[src/dmx_pkg.sv]
// Purpose: Shared constants and types for the four-channel block mover
// Assumes: One clock, pclk, for both ends
// Notes:   Offsets are APB byte addresses, one aligned word per register
package dmx_pkg;
   localparam int NCH  = 4;
   localparam int NSRC = 256;
   localparam int CNTW = 14;
   localparam int NPER = 7;
   // Register offsets
   localparam logic [7:0] OFF_CTRL = 8'h00;
   localparam logic [7:0] OFF_REQ  = 8'h04;
   localparam logic [7:0] OFF_STA  = 8'h08;
   localparam logic [7:0] OFF_STB  = 8'h0c;
   localparam logic [7:0] OFF_PAD  = 8'h10;
   localparam logic [7:0] OFF_CNT  = 8'h14;
   localparam logic [7:0] OFF_STAT = 8'h80;
   // Control, request and status field positions
   localparam int CF_EN   = 0;
   localparam int CF_DIR  = 1;
   localparam int CF_BYTE = 2;
   localparam int CF_AM   = 3;
   localparam int CF_RPT  = 5;
   localparam int CF_PP   = 6;
   localparam int CF_HALF = 7;
   localparam int RQ_FORCE = 15;
   localparam int ST_BUSY  = 12;
   // Addressing modes
   localparam logic [1:0] AM_INC  = 2'h0;
   localparam logic [1:0] AM_HOLD = 2'h1;
   localparam logic [1:0] AM_PIA  = 2'h2;
   // Reset values
   localparam logic [7:0]      CTRL_RST = 8'h00;
   localparam logic [7:0]      SEL_RST  = 8'h00;
   localparam logic [15:0]     ADDR_RST = 16'h0000;
   localparam logic [CNTW-1:0] CNT_RST  = 14'h0000;
   // Request codes
   localparam logic [7:0] SEL_EXT0   = 8'h00;
   localparam logic [7:0] SEL_S1_RX  = 8'h0b;
   localparam logic [7:0] SEL_S1_TX  = 8'h0c;
   localparam logic [7:0] SEL_S2_RX  = 8'h1e;
   localparam logic [7:0] SEL_S2_TX  = 8'h1f;
   localparam logic [7:0] SEL_CAN_RX = 8'h22;
   localparam logic [7:0] SEL_CAN_TX = 8'h46;
   localparam logic [7:0] SEL_CONV   = 8'h0d;
   // Peripheral data addresses
   localparam logic [15:0] ADR_S1_RX  = 16'h0226;
   localparam logic [15:0] ADR_S1_TX  = 16'h0224;
   localparam logic [15:0] ADR_S2_RX  = 16'h0236;
   localparam logic [15:0] ADR_S2_TX  = 16'h0234;
   localparam logic [15:0] ADR_CAN_RX = 16'h0440;
   localparam logic [15:0] ADR_CAN_TX = 16'h0442;
   localparam logic [15:0] ADR_CONV   = 16'h0300;
   localparam logic [15:0] PER_ADDR [NPER] = '{ADR_S1_RX, ADR_S1_TX, ADR_S2_RX,
      ADR_S2_TX, ADR_CAN_RX, ADR_CAN_TX, ADR_CONV};
   localparam logic [7:0] PER_CODE [NPER] = '{SEL_S1_RX, SEL_S1_TX, SEL_S2_RX,
      SEL_S2_TX, SEL_CAN_RX, SEL_CAN_TX, SEL_CONV};
   typedef enum logic [1:0] {ST_IDLE, ST_RD, ST_WR} dmx_state_t;
endpackage

[src/dmx_if.sv]
// Purpose: Link between the block mover and the system it serves
// Assumes: Both ends on pclk
// Notes:   Memory port is request held until a one-cycle ack
interface dmx_if;
   import dmx_pkg::*;
   logic [NSRC-1:0]  src_ev;
   logic [15:0]      pia_addr [NCH];
   logic             mem_req;
   logic             mem_we;
   logic             mem_per;
   logic             mem_byte;
   logic [15:0]      mem_addr;
   logic [15:0]      mem_wdata;
   logic [15:0]      mem_rdata;
   logic             mem_ack;
   logic [NCH-1:0]   blk_irq;
   modport dma (input src_ev, pia_addr, mem_rdata, mem_ack,
                output mem_req, mem_we, mem_per, mem_byte, mem_addr, mem_wdata, blk_irq);
   modport sys (output src_ev, pia_addr, mem_rdata, mem_ack,
                input mem_req, mem_we, mem_per, mem_byte, mem_addr, mem_wdata, blk_irq);
endinterface

[src/dmx_arb.sv]
// Purpose: Fixed priority pick among pending channels
// Assumes: Requests are held until granted
// Notes:   Lowest index wins
module dmx_arb #(
   parameter int N = 4
) (
   // Requests
   input  wire logic [N-1:0]         req,
   // Winner
   output logic      [N-1:0]         gnt,
   output logic      [$clog2(N)-1:0] idx,
   output logic                      any
);
   always_comb begin
      gnt = '0;
      idx = '0;
      any = |req;
      for (int i = N - 1; i >= 0; i--) begin
         if (req[i]) begin
            gnt    = '0;
            gnt[i] = 1'b1;
            idx    = ($clog2(N))'(i);
         end
      end
   end
endmodule // dmx_arb

[src/dmx_ctrl.sv]
// Purpose: Four-channel block mover between SRAM and peripheral data slots
// Assumes: APB slave with zero wait states; one clock
// Notes:   Each move is a read then a write over the link memory port
// How it works
// each channel moves in one direction only
// software uses two channels for both directions
// fixed channel priority picks one, others wait
// block done raises a CPU interrupt pulse
// interrupt at half block or full block
// SRAM address post-increment or held
// peripheral supplies address in indirect mode
// byte or 16-bit word per transfer
// software force or peripheral request starts transfer
// one-shot stops, auto-repeat rearms
// ping-pong swaps SRAM start address per block
// 8-bit code selects request source
// code zero selects external interrupt zero
// code 0b selects serial1 receive at 0226
// code 0c selects serial1 transmit at 0224
// code 1e selects serial2 receive at 0236
// code 1f selects serial2 transmit at 0234
// code 22 selects CAN receive at 0440
// code 46 selects CAN transmit at 0442
// code 0d selects converter result at 0300
// timers and external interrupts also trigger
// lowest channel wins, losers stay latched
// one transfer per grant, count and address advance
module dmx_ctrl import dmx_pkg::*; (
   // Clock and reset
   input  wire logic        pclk,
   input  wire logic        presetn,
   // Register bus
   input  wire logic [7:0]  paddr,
   input  wire logic        psel,
   input  wire logic        penable,
   input  wire logic        pwrite,
   input  wire logic [31:0] pwdata,
   output logic      [31:0] prdata,
   output logic             pready,
   output logic             pslverr,
   // Link
   dmx_if.dma               bus
);
   logic [7:0]      ctrl_q [NCH];
   logic [7:0]      sel_q  [NCH];
   logic [15:0]     sta_q  [NCH];
   logic [15:0]     stb_q  [NCH];
   logic [15:0]     pad_q  [NCH];
   logic [CNTW-1:0] cnt_q  [NCH];
   logic [CNTW-1:0] idx_q  [NCH];
   logic [NCH-1:0]  pend_q, pp_q, done_q, half_q, irq_q;
   logic [NCH-1:0]  set_ev, fsw, gnt;
   logic [1:0]      gidx, ch_q, rc;
   logic            any, take, fin, wr, err_d;
   dmx_state_t      state_q;
   logic [15:0]     addr_q, dst_q, data_q, sram_a, off;
   logic            we_q, per_q, byte_q;
   logic [31:0]     rd_d;

   function automatic logic ch_reg(input logic [7:0] a, input logic [7:0] o);
      ch_reg = !a[7] && a[4:0] == o[4:0];
   endfunction

   assign rc     = paddr[6:5];
   assign wr     = psel & penable & pwrite;
   assign pready = 1'b1;
   assign take   = (state_q == ST_IDLE) & any;
   assign fin    = (state_q == ST_WR) & bus.mem_ack;

   // Requests: selected source or forced by software
   always_comb begin
      for (int i = 0; i < NCH; i++) begin
         fsw[i]    = wr & ch_reg(paddr, OFF_REQ) & (rc == 2'(i)) & pwdata[RQ_FORCE];
         set_ev[i] = ctrl_q[i][CF_EN] & (bus.src_ev[sel_q[i]] | fsw[i]);
      end
   end

   always_ff @(posedge pclk or negedge presetn) begin
      if (!presetn) begin
         pend_q <= '0;
      end else begin
         pend_q <= set_ev | (pend_q & ~(gnt & {NCH{take}}));
      end
   end

   dmx_arb #(.N(NCH)) u_arb (
      .req (pend_q),
      .gnt (gnt),
      .idx (gidx),
      .any (any)
   );

   // SRAM side address of the winner
   always_comb begin
      unique case (ctrl_q[gidx][CF_AM+:2])
         AM_PIA:  off = bus.pia_addr[gidx];
         AM_HOLD: off = 16'h0000;
         default: off = ctrl_q[gidx][CF_BYTE] ? 16'(idx_q[gidx]) : 16'({idx_q[gidx], 1'b0});
      endcase
      sram_a = (pp_q[gidx] ? stb_q[gidx] : sta_q[gidx]) + off;
   end

   always_ff @(posedge pclk or negedge presetn) begin
      if (!presetn) begin
         state_q <= ST_IDLE;
         ch_q    <= 2'h0;
         addr_q  <= 16'h0000;
         dst_q   <= 16'h0000;
         data_q  <= 16'h0000;
         we_q    <= 1'b0;
         per_q   <= 1'b0;
         byte_q  <= 1'b0;
      end else begin
         unique case (state_q)
            ST_IDLE: if (take) begin
               ch_q   <= gidx;
               byte_q <= ctrl_q[gidx][CF_BYTE];
               we_q   <= 1'b0;
               // Direction fixed per channel
               per_q  <= ~ctrl_q[gidx][CF_DIR];
               addr_q <= ctrl_q[gidx][CF_DIR] ? sram_a : pad_q[gidx];
               dst_q  <= ctrl_q[gidx][CF_DIR] ? pad_q[gidx] : sram_a;
               state_q <= ST_RD;
            end
            ST_RD: if (bus.mem_ack) begin
               data_q  <= bus.mem_rdata;
               addr_q  <= dst_q;
               we_q    <= 1'b1;
               per_q   <= ctrl_q[ch_q][CF_DIR];
               state_q <= ST_WR;
            end
            ST_WR: if (bus.mem_ack) begin
               we_q    <= 1'b0;
               state_q <= ST_IDLE;
            end
         endcase
      end
   end

   assign bus.mem_req   = state_q != ST_IDLE;
   assign bus.mem_we    = we_q;
   assign bus.mem_per   = per_q;
   assign bus.mem_byte  = byte_q;
   assign bus.mem_addr  = addr_q;
   assign bus.mem_wdata = data_q;
   assign bus.blk_irq   = irq_q;

   // Block progress, completion and rearm
   always_ff @(posedge pclk or negedge presetn) begin
      if (!presetn) begin
         for (int i = 0; i < NCH; i++) idx_q[i] <= CNT_RST;
         pp_q  <= '0;
         irq_q <= '0;
      end else begin
         irq_q <= '0;
         if (fin) begin
            if (idx_q[ch_q] == cnt_q[ch_q]) begin
               idx_q[ch_q] <= CNT_RST;
               irq_q[ch_q] <= ~ctrl_q[ch_q][CF_HALF];
               if (ctrl_q[ch_q][CF_PP]) pp_q[ch_q] <= ~pp_q[ch_q];
            end else begin
               idx_q[ch_q] <= idx_q[ch_q] + 1'b1;
               if (idx_q[ch_q] == (cnt_q[ch_q] >> 1)) begin
                  irq_q[ch_q] <= ctrl_q[ch_q][CF_HALF];
               end
            end
         end
      end
   end

   // Sticky flags, write one to clear; a new event wins over the clear
   always_ff @(posedge pclk or negedge presetn) begin
      if (!presetn) begin
         done_q <= '0;
         half_q <= '0;
      end else begin
         for (int i = 0; i < NCH; i++) begin
            if (wr && paddr == OFF_STAT && pwdata[i]) done_q[i] <= 1'b0;
            if (wr && paddr == OFF_STAT && pwdata[NCH+i]) half_q[i] <= 1'b0;
            if (fin && ch_q == 2'(i) && idx_q[i] == cnt_q[i]) done_q[i] <= 1'b1;
            if (fin && ch_q == 2'(i) && idx_q[i] == (cnt_q[i] >> 1)) half_q[i] <= 1'b1;
         end
      end
   end

   // Channel configuration
   always_ff @(posedge pclk or negedge presetn) begin
      if (!presetn) begin
         for (int i = 0; i < NCH; i++) begin
            ctrl_q[i] <= CTRL_RST;
            sel_q[i]  <= SEL_RST;
            sta_q[i]  <= ADDR_RST;
            stb_q[i]  <= ADDR_RST;
            pad_q[i]  <= ADDR_RST;
            cnt_q[i]  <= CNT_RST;
         end
      end else begin
         // One-shot ends the channel; repeat keeps it armed
         if (fin && idx_q[ch_q] == cnt_q[ch_q] && !ctrl_q[ch_q][CF_RPT]) begin
            ctrl_q[ch_q][CF_EN] <= 1'b0;
         end
         if (wr && ch_reg(paddr, OFF_CTRL)) ctrl_q[rc] <= pwdata[7:0];
         if (wr && ch_reg(paddr, OFF_REQ)) sel_q[rc] <= pwdata[7:0];
         if (wr && ch_reg(paddr, OFF_STA)) sta_q[rc] <= pwdata[15:0];
         if (wr && ch_reg(paddr, OFF_STB)) stb_q[rc] <= pwdata[15:0];
         if (wr && ch_reg(paddr, OFF_PAD)) pad_q[rc] <= pwdata[15:0];
         if (wr && ch_reg(paddr, OFF_CNT)) cnt_q[rc] <= pwdata[CNTW-1:0];
      end
   end

   // Read data is fetched in the setup cycle so prdata comes from a flop
   always_comb begin
      rd_d  = 32'h0000_0000;
      err_d = 1'b0;
      if (paddr == OFF_STAT) begin
         rd_d = {19'h0, state_q != ST_IDLE, pp_q, half_q, done_q};
      end else if (ch_reg(paddr, OFF_CTRL)) begin
         rd_d = {24'h0, ctrl_q[rc]};
      end else if (ch_reg(paddr, OFF_REQ)) begin
         rd_d = {24'h0, sel_q[rc]};
      end else if (ch_reg(paddr, OFF_STA)) begin
         rd_d = {16'h0, sta_q[rc]};
      end else if (ch_reg(paddr, OFF_STB)) begin
         rd_d = {16'h0, stb_q[rc]};
      end else if (ch_reg(paddr, OFF_PAD)) begin
         rd_d = {16'h0, pad_q[rc]};
      end else if (ch_reg(paddr, OFF_CNT)) begin
         rd_d = {18'h0, cnt_q[rc]};
      end else begin
         err_d = 1'b1;
      end
   end

   always_ff @(posedge pclk or negedge presetn) begin
      if (!presetn) begin
         prdata  <= 32'h0000_0000;
         pslverr <= 1'b0;
      end else if (psel && !penable) begin
         prdata  <= pwrite ? 32'h0000_0000 : rd_d;
         pslverr <= err_d;
      end
   end
endmodule // dmx_ctrl

[src/flat_wrapper.sv]
// flat-port wrapper written by rule: the top's interface ports become plain ports
module dmx_ctrl_flat import dmx_pkg::*;
  (pclk, presetn, paddr, psel, penable, pwrite, pwdata, prdata, pready, pslverr, bus_src_ev, bus_pia_addr, bus_mem_rdata, bus_mem_ack, bus_mem_req, bus_mem_we, bus_mem_per, bus_mem_byte, bus_mem_addr, bus_mem_wdata, bus_blk_irq);
  dmx_if bus_i ();
  input  wire logic pclk;
  input  wire logic presetn;
  input  wire logic [7:0] paddr;
  input  wire logic psel;
  input  wire logic penable;
  input  wire logic pwrite;
  input  wire logic [31:0] pwdata;
  output logic      [31:0] prdata;
  output logic pready;
  output logic pslverr;
  input wire logic [$bits(bus_i.src_ev)-1:0] bus_src_ev;
  input wire logic [$bits(bus_i.pia_addr)-1:0] bus_pia_addr;
  input wire logic [$bits(bus_i.mem_rdata)-1:0] bus_mem_rdata;
  input wire logic [$bits(bus_i.mem_ack)-1:0] bus_mem_ack;
  output wire logic [$bits(bus_i.mem_req)-1:0] bus_mem_req;
  output wire logic [$bits(bus_i.mem_we)-1:0] bus_mem_we;
  output wire logic [$bits(bus_i.mem_per)-1:0] bus_mem_per;
  output wire logic [$bits(bus_i.mem_byte)-1:0] bus_mem_byte;
  output wire logic [$bits(bus_i.mem_addr)-1:0] bus_mem_addr;
  output wire logic [$bits(bus_i.mem_wdata)-1:0] bus_mem_wdata;
  output wire logic [$bits(bus_i.blk_irq)-1:0] bus_blk_irq;
  assign bus_i.src_ev = bus_src_ev;
  assign bus_i.pia_addr = {>>{bus_pia_addr}};
  assign bus_i.mem_rdata = bus_mem_rdata;
  assign bus_i.mem_ack = bus_mem_ack;
  assign bus_mem_req = bus_i.mem_req;
  assign bus_mem_we = bus_i.mem_we;
  assign bus_mem_per = bus_i.mem_per;
  assign bus_mem_byte = bus_i.mem_byte;
  assign bus_mem_addr = bus_i.mem_addr;
  assign bus_mem_wdata = bus_i.mem_wdata;
  assign bus_blk_irq = bus_i.blk_irq;
  dmx_ctrl u_core (.pclk(pclk), .presetn(presetn), .paddr(paddr), .psel(psel), .penable(penable), .pwrite(pwrite), .pwdata(pwdata), .prdata(prdata), .pready(pready), .pslverr(pslverr), .bus(bus_i));
endmodule
[config.mk]
export PLATFORM = sky130hd
export DESIGN_NAME = dmx_ctrl_flat
export DESIGN_NICKNAME = d
export VERILOG_FILES = /design/src/dmx_pkg.sv /design/src/dmx_if.sv /design/src/dmx_arb.sv /design/src/dmx_ctrl.sv /design/src/flat_wrapper.sv
export SDC_FILE = /design/constraint.sdc
export NUM_CORES = 1
export LEC_CHECK = 0
export BUFFER_PORTS_ARGS = -buffer_cell sky130_fd_sc_hd__clkbuf_2
export CAP_MARGIN = 0
export CORE_MARGIN = 3
export CORE_UTILIZATION = 50
export CTS_CLUSTER_DIAMETER = 120
export DETAILED_ROUTE_END_ITERATION = 6
export MAX_ROUTING_LAYER = met4
export PLACE_DENSITY = 0.77
export SLEW_MARGIN = 15
export SYNTH_ARGS = -nofsm -noshare
export SYNTH_HDL_FRONTEND = slang
export SYNTH_HIERARCHICAL = 1
export SYNTH_SLANG_ARGS = --single-unit
export TNS_END_PERCENT = 50
[constraint.sdc]
create_clock -name pclk -period 11.8 [get_ports pclk]
set_input_delay 2.36 -clock pclk [delete_from_list [all_inputs] [get_ports pclk]]
set_output_delay 2.36 -clock pclk [all_outputs]
set_load 0.005 [all_outputs]
== After elaboration in Yosys (flattened, before gate mapping) ==
Cells that the tools add are included.
Storage, ports and cells
  output and inout bits: 74
  RAM bits: 0
  ROM bits: 0
  bits in latches: 0
  register bits after elaboration: 476
  memories: 0
Cells by class
  multiply operators: 0
  $add $sub $neg: 2
  shift-type cells: 0
  bitwise logic cells: 37
  mux-type cells: 141
  eq/ne operators: 29
  divide/modulo/power cells: 0
  $lt $le $gt $ge: 12
  reductions and logical operators: 62
Operator list (count)
  $mux 16: 20
  $mux 32: 9
  $bmux 16 s2: 7
  $bwmux 64: 3
  $mux 14: 11
  $bmux 14 s2: 4
  $bwmux 56: 2
  $eq 14x13->1: 5
  $eq 14x14->1: 5
  $bmux 8 s2: 4
  $bwmux 32: 2
  $pmux 16 s2: 2
  $and 56x56->56: 1
  $demux 14 s2: 2
  $mux 56: 1
  $mux 8: 7
  $not 56->56: 1
  $logic_and 1x1->1: 39
  $lt 8x9->1 const B: 4
  $mux 1: 36
  $and 32x32->32: 1
  $bmux 1 s8: 4
  $demux 16 s2: 1
  $demux 8 s2: 2
  other kinds (39): 110

== Longest topological paths before layout ==
  word-level depth: 14
  depth in mapped cells: 22

== Hierarchy ==
Netlist, hierarchy kept.
Modules (own cells, without submodules)
  dmx_ctrl: cells an instance 2735, instances 1, area each 34490.6 um^2
  dmx_arb: cells an instance 10, instances 1, area each 58.8 um^2

== Worst setup path before layout ==
Ideal clock, no wire load.
  path type: register to register
  start: register u_core.pend_q[2]
  end: register u_core.addr_q[14], in the netlist u_core/bus.mem_addr[14]
  data arrival time: 5.805 ns
  data required time: 11.674 ns
  stages on the path, launching flop included: 22
  buffers on the path: 6
  slack: 5.869 ns
  cells stage by stage: dfrtp_1 -> nand2b_1 -> a21oi_1 -> buf_2 -> buf_2 -> buf_1 -> buf_1 -> mux4_2 -> ha_1 -> nor2b_1 -> buf_1 -> clkbuf_1 -> a32o_1 -> ha_1 -> fa_1 -> a21o_1 -> a21oi_1 -> o21ai_0 -> and3_1 -> o311ai_0 -> o21ai_0 -> a221o_1
On the way
  cells in the longest elaborated chain, start to end: 13
  elaborated cells between the ends (all ways): 37
  those cells by class: add/sub: 1; eq/ne: 3; mux: 29; bitwise: 2; reduce/logical: 2
Ends and longest elaborated chain
  start: declaration: line dmx_ctrl.sv:51  | logic [NCH-1:0] pend_q, pp_q, done_q, half_q, irq_q;
  start signal: assignment: line dmx_ctrl.sv:82  | pend_q <= set_ev | (pend_q & ~(gnt & {NCH{take}}));
  $mux 2 * (3 in a row): line dmx_arb.sv:19  | if (req[i]) begin
  named net u_core.gidx[0]: line dmx_ctrl.sv:53  | logic [1:0] gidx, ch_q, rc;
  $not 2->3 (implied by the code)
  $bmux 8 s2 / $bmux 14 s2 (equally long branches): line dmx_ctrl.sv:95, dmx_ctrl.sv:98, dmx_ctrl.sv:121
  $mux 5 (implied by the code) / $mux 14 (equally long branches) (2 in a row): line dmx_ctrl.sv:95, dmx_ctrl.sv:98
  $eq 2x1->1, or another cell as far along: line dmx_ctrl.sv:95  | unique case (ctrl_q[gidx][CF_AM+:2])
  $pmux 16 s2: line dmx_ctrl.sv:95
  $add 16x16->16: line dmx_ctrl.sv:100  | sram_a = (pp_q[gidx] ? stb_q[gidx] : sta_q[gidx]) + off;
  $mux 16 *: line dmx_ctrl.sv:121  | addr_q <= ctrl_q[gidx][CF_DIR] ? sram_a : pad_q[gidx];
  $mux 16 *: line dmx_ctrl.sv:115  | ST_IDLE: if (take) begin
  $pmux 16 s2 *: line dmx_ctrl.sv:114  | unique case (state_q)
  end signal: assignment: line dmx_ctrl.sv:121
  end signal: assignment: line dmx_ctrl.sv:127  | addr_q <= dst_q;
  end: declaration: line dmx_ctrl.sv:56  | logic [15:0] addr_q, dst_q, data_q, sram_a, off;
Mark *: on every way through the listed nets, which the timed path passes. The rest lies on a longest branch. The select of a mux whose other input is x is not followed.
A chain may end at the register's enable or synchronous reset.

== Worst setup path in the final report ==
Same ends and word-level chain as after synthesis.

==> run_results.csv <==
group,metric,value,unit
timing,tightestPinTransition,1.30,ns
timing,hold_viol,0,
synthesis,synth-main-ff-cell,"dfrtp_1",
job,max_cap_viol_count,0,
setup_path,cp-end-kind,"register",
route,drtIter0Drc,2852,
setup_path,crit_type,"register to register",
timing,tns,0,ns
clocking,cts.reportedPaths.clkPinSlew,0.06,ns
floorplan,start_util,51.0,%
grt,grt_overflow_total,0,
grt,track_usage,32.5,%
clocking,cts_buffers,50,
grt,grt_max_degree,159,
clocking,cts_resized,0,
clocking,cts_root_buf,"clkbuf_16",
clocking,cts.sinks,459,
grt,grt_pass1_vias,27763,
timing,max_slew_margin,12.4,%
timing,clock.fmax,157,MHz
setup_path,max_stage_delay,0.76,ns
route,wire_per_inst,28.8,um
layout,fin_nets,3424,
timing,post-route-period-util,54.0,%
clocking,htreeDepth,2,
synthesis,async_flop_share,100,%
route,drt-total-wl,114,mm
grt,grt_pass1_wl,172,mm
pwr,p_leak,16.9,nW
pwr,power.density,124,nW/um^2
min_path,min_path_type,"register to register",
pwr,irDropWorstVdd,0.175,mV
floorplan,dieArea,72300,sq um
clocking,cts_buffer_depth,3,
synthesis,seq_area_frac_synth,33.2,%
layout,fillers,5515,
layout,finalInstanceArea,38700,sq um
timing,post-route-min-period,6.37,ns
clocking,cts_tree,"done",
floorplan,io_pins,456,
placed_design,gp_congestion,1.06,
synthesis,synth_cell_types,70,
setup_path,cpMaxStageDelayCell,"buf_4",
clocking,post-cts-setup-buffers,0,
clocking,worstSkewPairLatency,0.61,ns
setup_path,path_cells,"nand2b_1 -> a21oi_4 -> buf_4 -> mux4_2 -> ha_1 -> nor2b_1 -> buf_4 -> a32o_1 -> ha_1 -> fa_1 -> a21o_1 -> a21oi_1 -> o21ai_0 -> and3_1 -> o311ai_0 -> o21ai_0 -> a221o_1",
setup_path,critPathRequiredTime,12.27,ns
synthesis,syn_area,34500,sq um
setup_path,worst_ep_arrival_time,6.84,ns
route,drt-pass1-iter-count,6,
timing,final_max_slew_viol_count,0,
min_path,holdPathStages,2,
placed_design,port_buffers,422,
floorplan,die_width,269,um
pwr,power,4.79,mW
synthesis,synth_warnings,6,
synthesis,syn_area_per_cell,12.6,sq um
run_status,status,"finished, final reports clean",
route,viasPerCell,6.93,
floorplan,fp.coreArea,67800,sq um
route,drtAntennaViolNets,0,
layout,area_growth,12.0,%
timing,finalSetupViolations,0,
floorplan,rows,95,
synthesis,ys_ff_latch,459,
timing,whs,0.469,ns
synthesis,synth_edf_count,0,
placed_design,dpl.cell_count,3842,
grt,antenna_found_initial,13,
placed_design,place_area,37100,sq um
setup_path,cp_max_fo,45,
floorplan,die_h,269,um
timing,rsz0062_at_grt,"no",
route,drc,0,
route,dr_total_vias,27280,
synthesis,synthCells,2745,
synthesis,yosys.area.top_type,"dfrtp_1",
synthesis,synth_area_leaders,"dfrtp_1 33%, mux4_2 28%, mux2_2 12%",
placed_design,detailed_place_hpwl,81.0,mm
clocking,ctsHoldBuffers,0,
layout,final_layout_size_suffix_gt1_share,45.0,%
setup_path,r2r_cells,17,
layout,fin_cells,3939,
synthesis,synth_top_area_share,33.2,%
setup_path,start_kind,"register",
timing,fin_skew,0.0318,ns
## placed cells by master, fill, tap and decap left out, types with 18 or more instances in the layout
master,netlist,layout
a211oi_1,23,23
a21oi_1,69,68
a22o_1,23,23
a22oi_1,52,52
buf_4,26,37
clkbuf_16,0,50
clkbuf_2,1,419
dfrtp_1,459,449
ha_1,20,20
inv_1,25,25
mux2_2,366,366
mux2i_1,115,115
mux4_2,437,437
nand2_1,201,201
nand2b_1,18,18
nand3_1,24,24
nand4_1,18,18
nor2_1,82,79
nor2b_1,28,27
nor3_1,22,18
nor4_1,34,33
o21ai_0,135,134
o22ai_1,20,20
xnor2_1,50,50
xor2_1,114,114
## kinds of logic (layout without fill, tap and decap cells)
group,after synthesis,count (layout),synth area share [%]
mux,918,918,43.7
simple gates,493,493,6.93
other cells,2,29,0.0217
flops,459,459,33.2
compound gates,412,412,7.70
buf+inv,276,570,3.42
fa+ha+maj,21,21,0.782
xor+xnor,164,164,4.16
## final timing paths
check                                      start  slack, ns                       end
worst max-delay path            u_core/pend_q[2]       5.43   u_core/bus.mem_addr[14]
worst min-delay path             u_core/dst_q[9]       0.47           u_core/dst_q[9]
worst max register to register  u_core/pend_q[2]       5.43   u_core/bus.mem_addr[14]
worst min register to register   u_core/dst_q[9]       0.47           u_core/dst_q[9]
max in group asynchronous                presetn       7.87            u_core/ch_q[0]
min in group asynchronous                presetn       1.74  u_core/bus.mem_wdata[11]
## critical path, delay by kind of cell (launching register included)
kind,cells,cell delay [ns]
flops,1,0.43
mux,1,0.60
simple gates,3,0.55
fa+ha+maj,3,1.43
compound gates,8,2.21
buf+inv,2,1.01
## flip-flops by register name (all words and copies together), names as in the netlist, 16 cells and up
signal / flops
u_core/cnt_q: 56
u_core/stb_q: 64
u_core/pad_q: 64
u_core/idx_q: 56
u_core/bus.mem_addr: 16
u_core/sel_q: 32
u_core/bus.mem_wdata: 16
u_core/ctrl_q: 32
u_core/prdata: 16
u_core/sta_q: 64
u_core/dst_q: 16
## stage by stage
step                      setup WS [ns]  util, %
after global placement             5.56     54.8
after global routing               5.04     57.1
after CTS                          5.47     57.1
after floorplan                    5.87        -
final                              5.43     57.1
after detailed placement           5.49     54.8
## cell type report
type                       count  area (sq um)  share of cell area (%)
timing repair buffer         459          2420                    6.26
clock buffer                  73          1430                    3.69
multi-input combinational   2025         22000                    56.8
inverter                      26          97.6                   0.252
clock inverter                12           129                   0.333
antenna                       12          30.0                  0.0776
tap                          873          1090                    2.82
sequential                   459         11500                    29.7
## report_power, final
group / switching [mW] / leakage, nW / internal [mW]
clock: 0.638 / 0.769 / 0.876
combinational: 0.869 / 9.83 / 0.637
sequential: 0.0841 / 6.26 / 1.69
## layer usage
metal	wire (um)	vias up	global-route usage, %
met5	0	-	-
met1	41600	13836	41.1
met3	12600	358	7.53
met2	53000	1760	49.8
li1	-	11326	-
met4	6470	0	15.8
## cells in the mapped netlist (50+ instances only)
cell type / instances
clkbuf_1: 146
mux2i_1: 115
a22oi_1: 52
nor2_1: 82
xor2_1: 114
mux4_2: 437
o21ai_0: 135
a21oi_1: 69
mux2_2: 366
nand2_1: 201
xnor2_1: 50
dfrtp_1: 459
No activity file was read; power rests on OpenSTA's default activity.
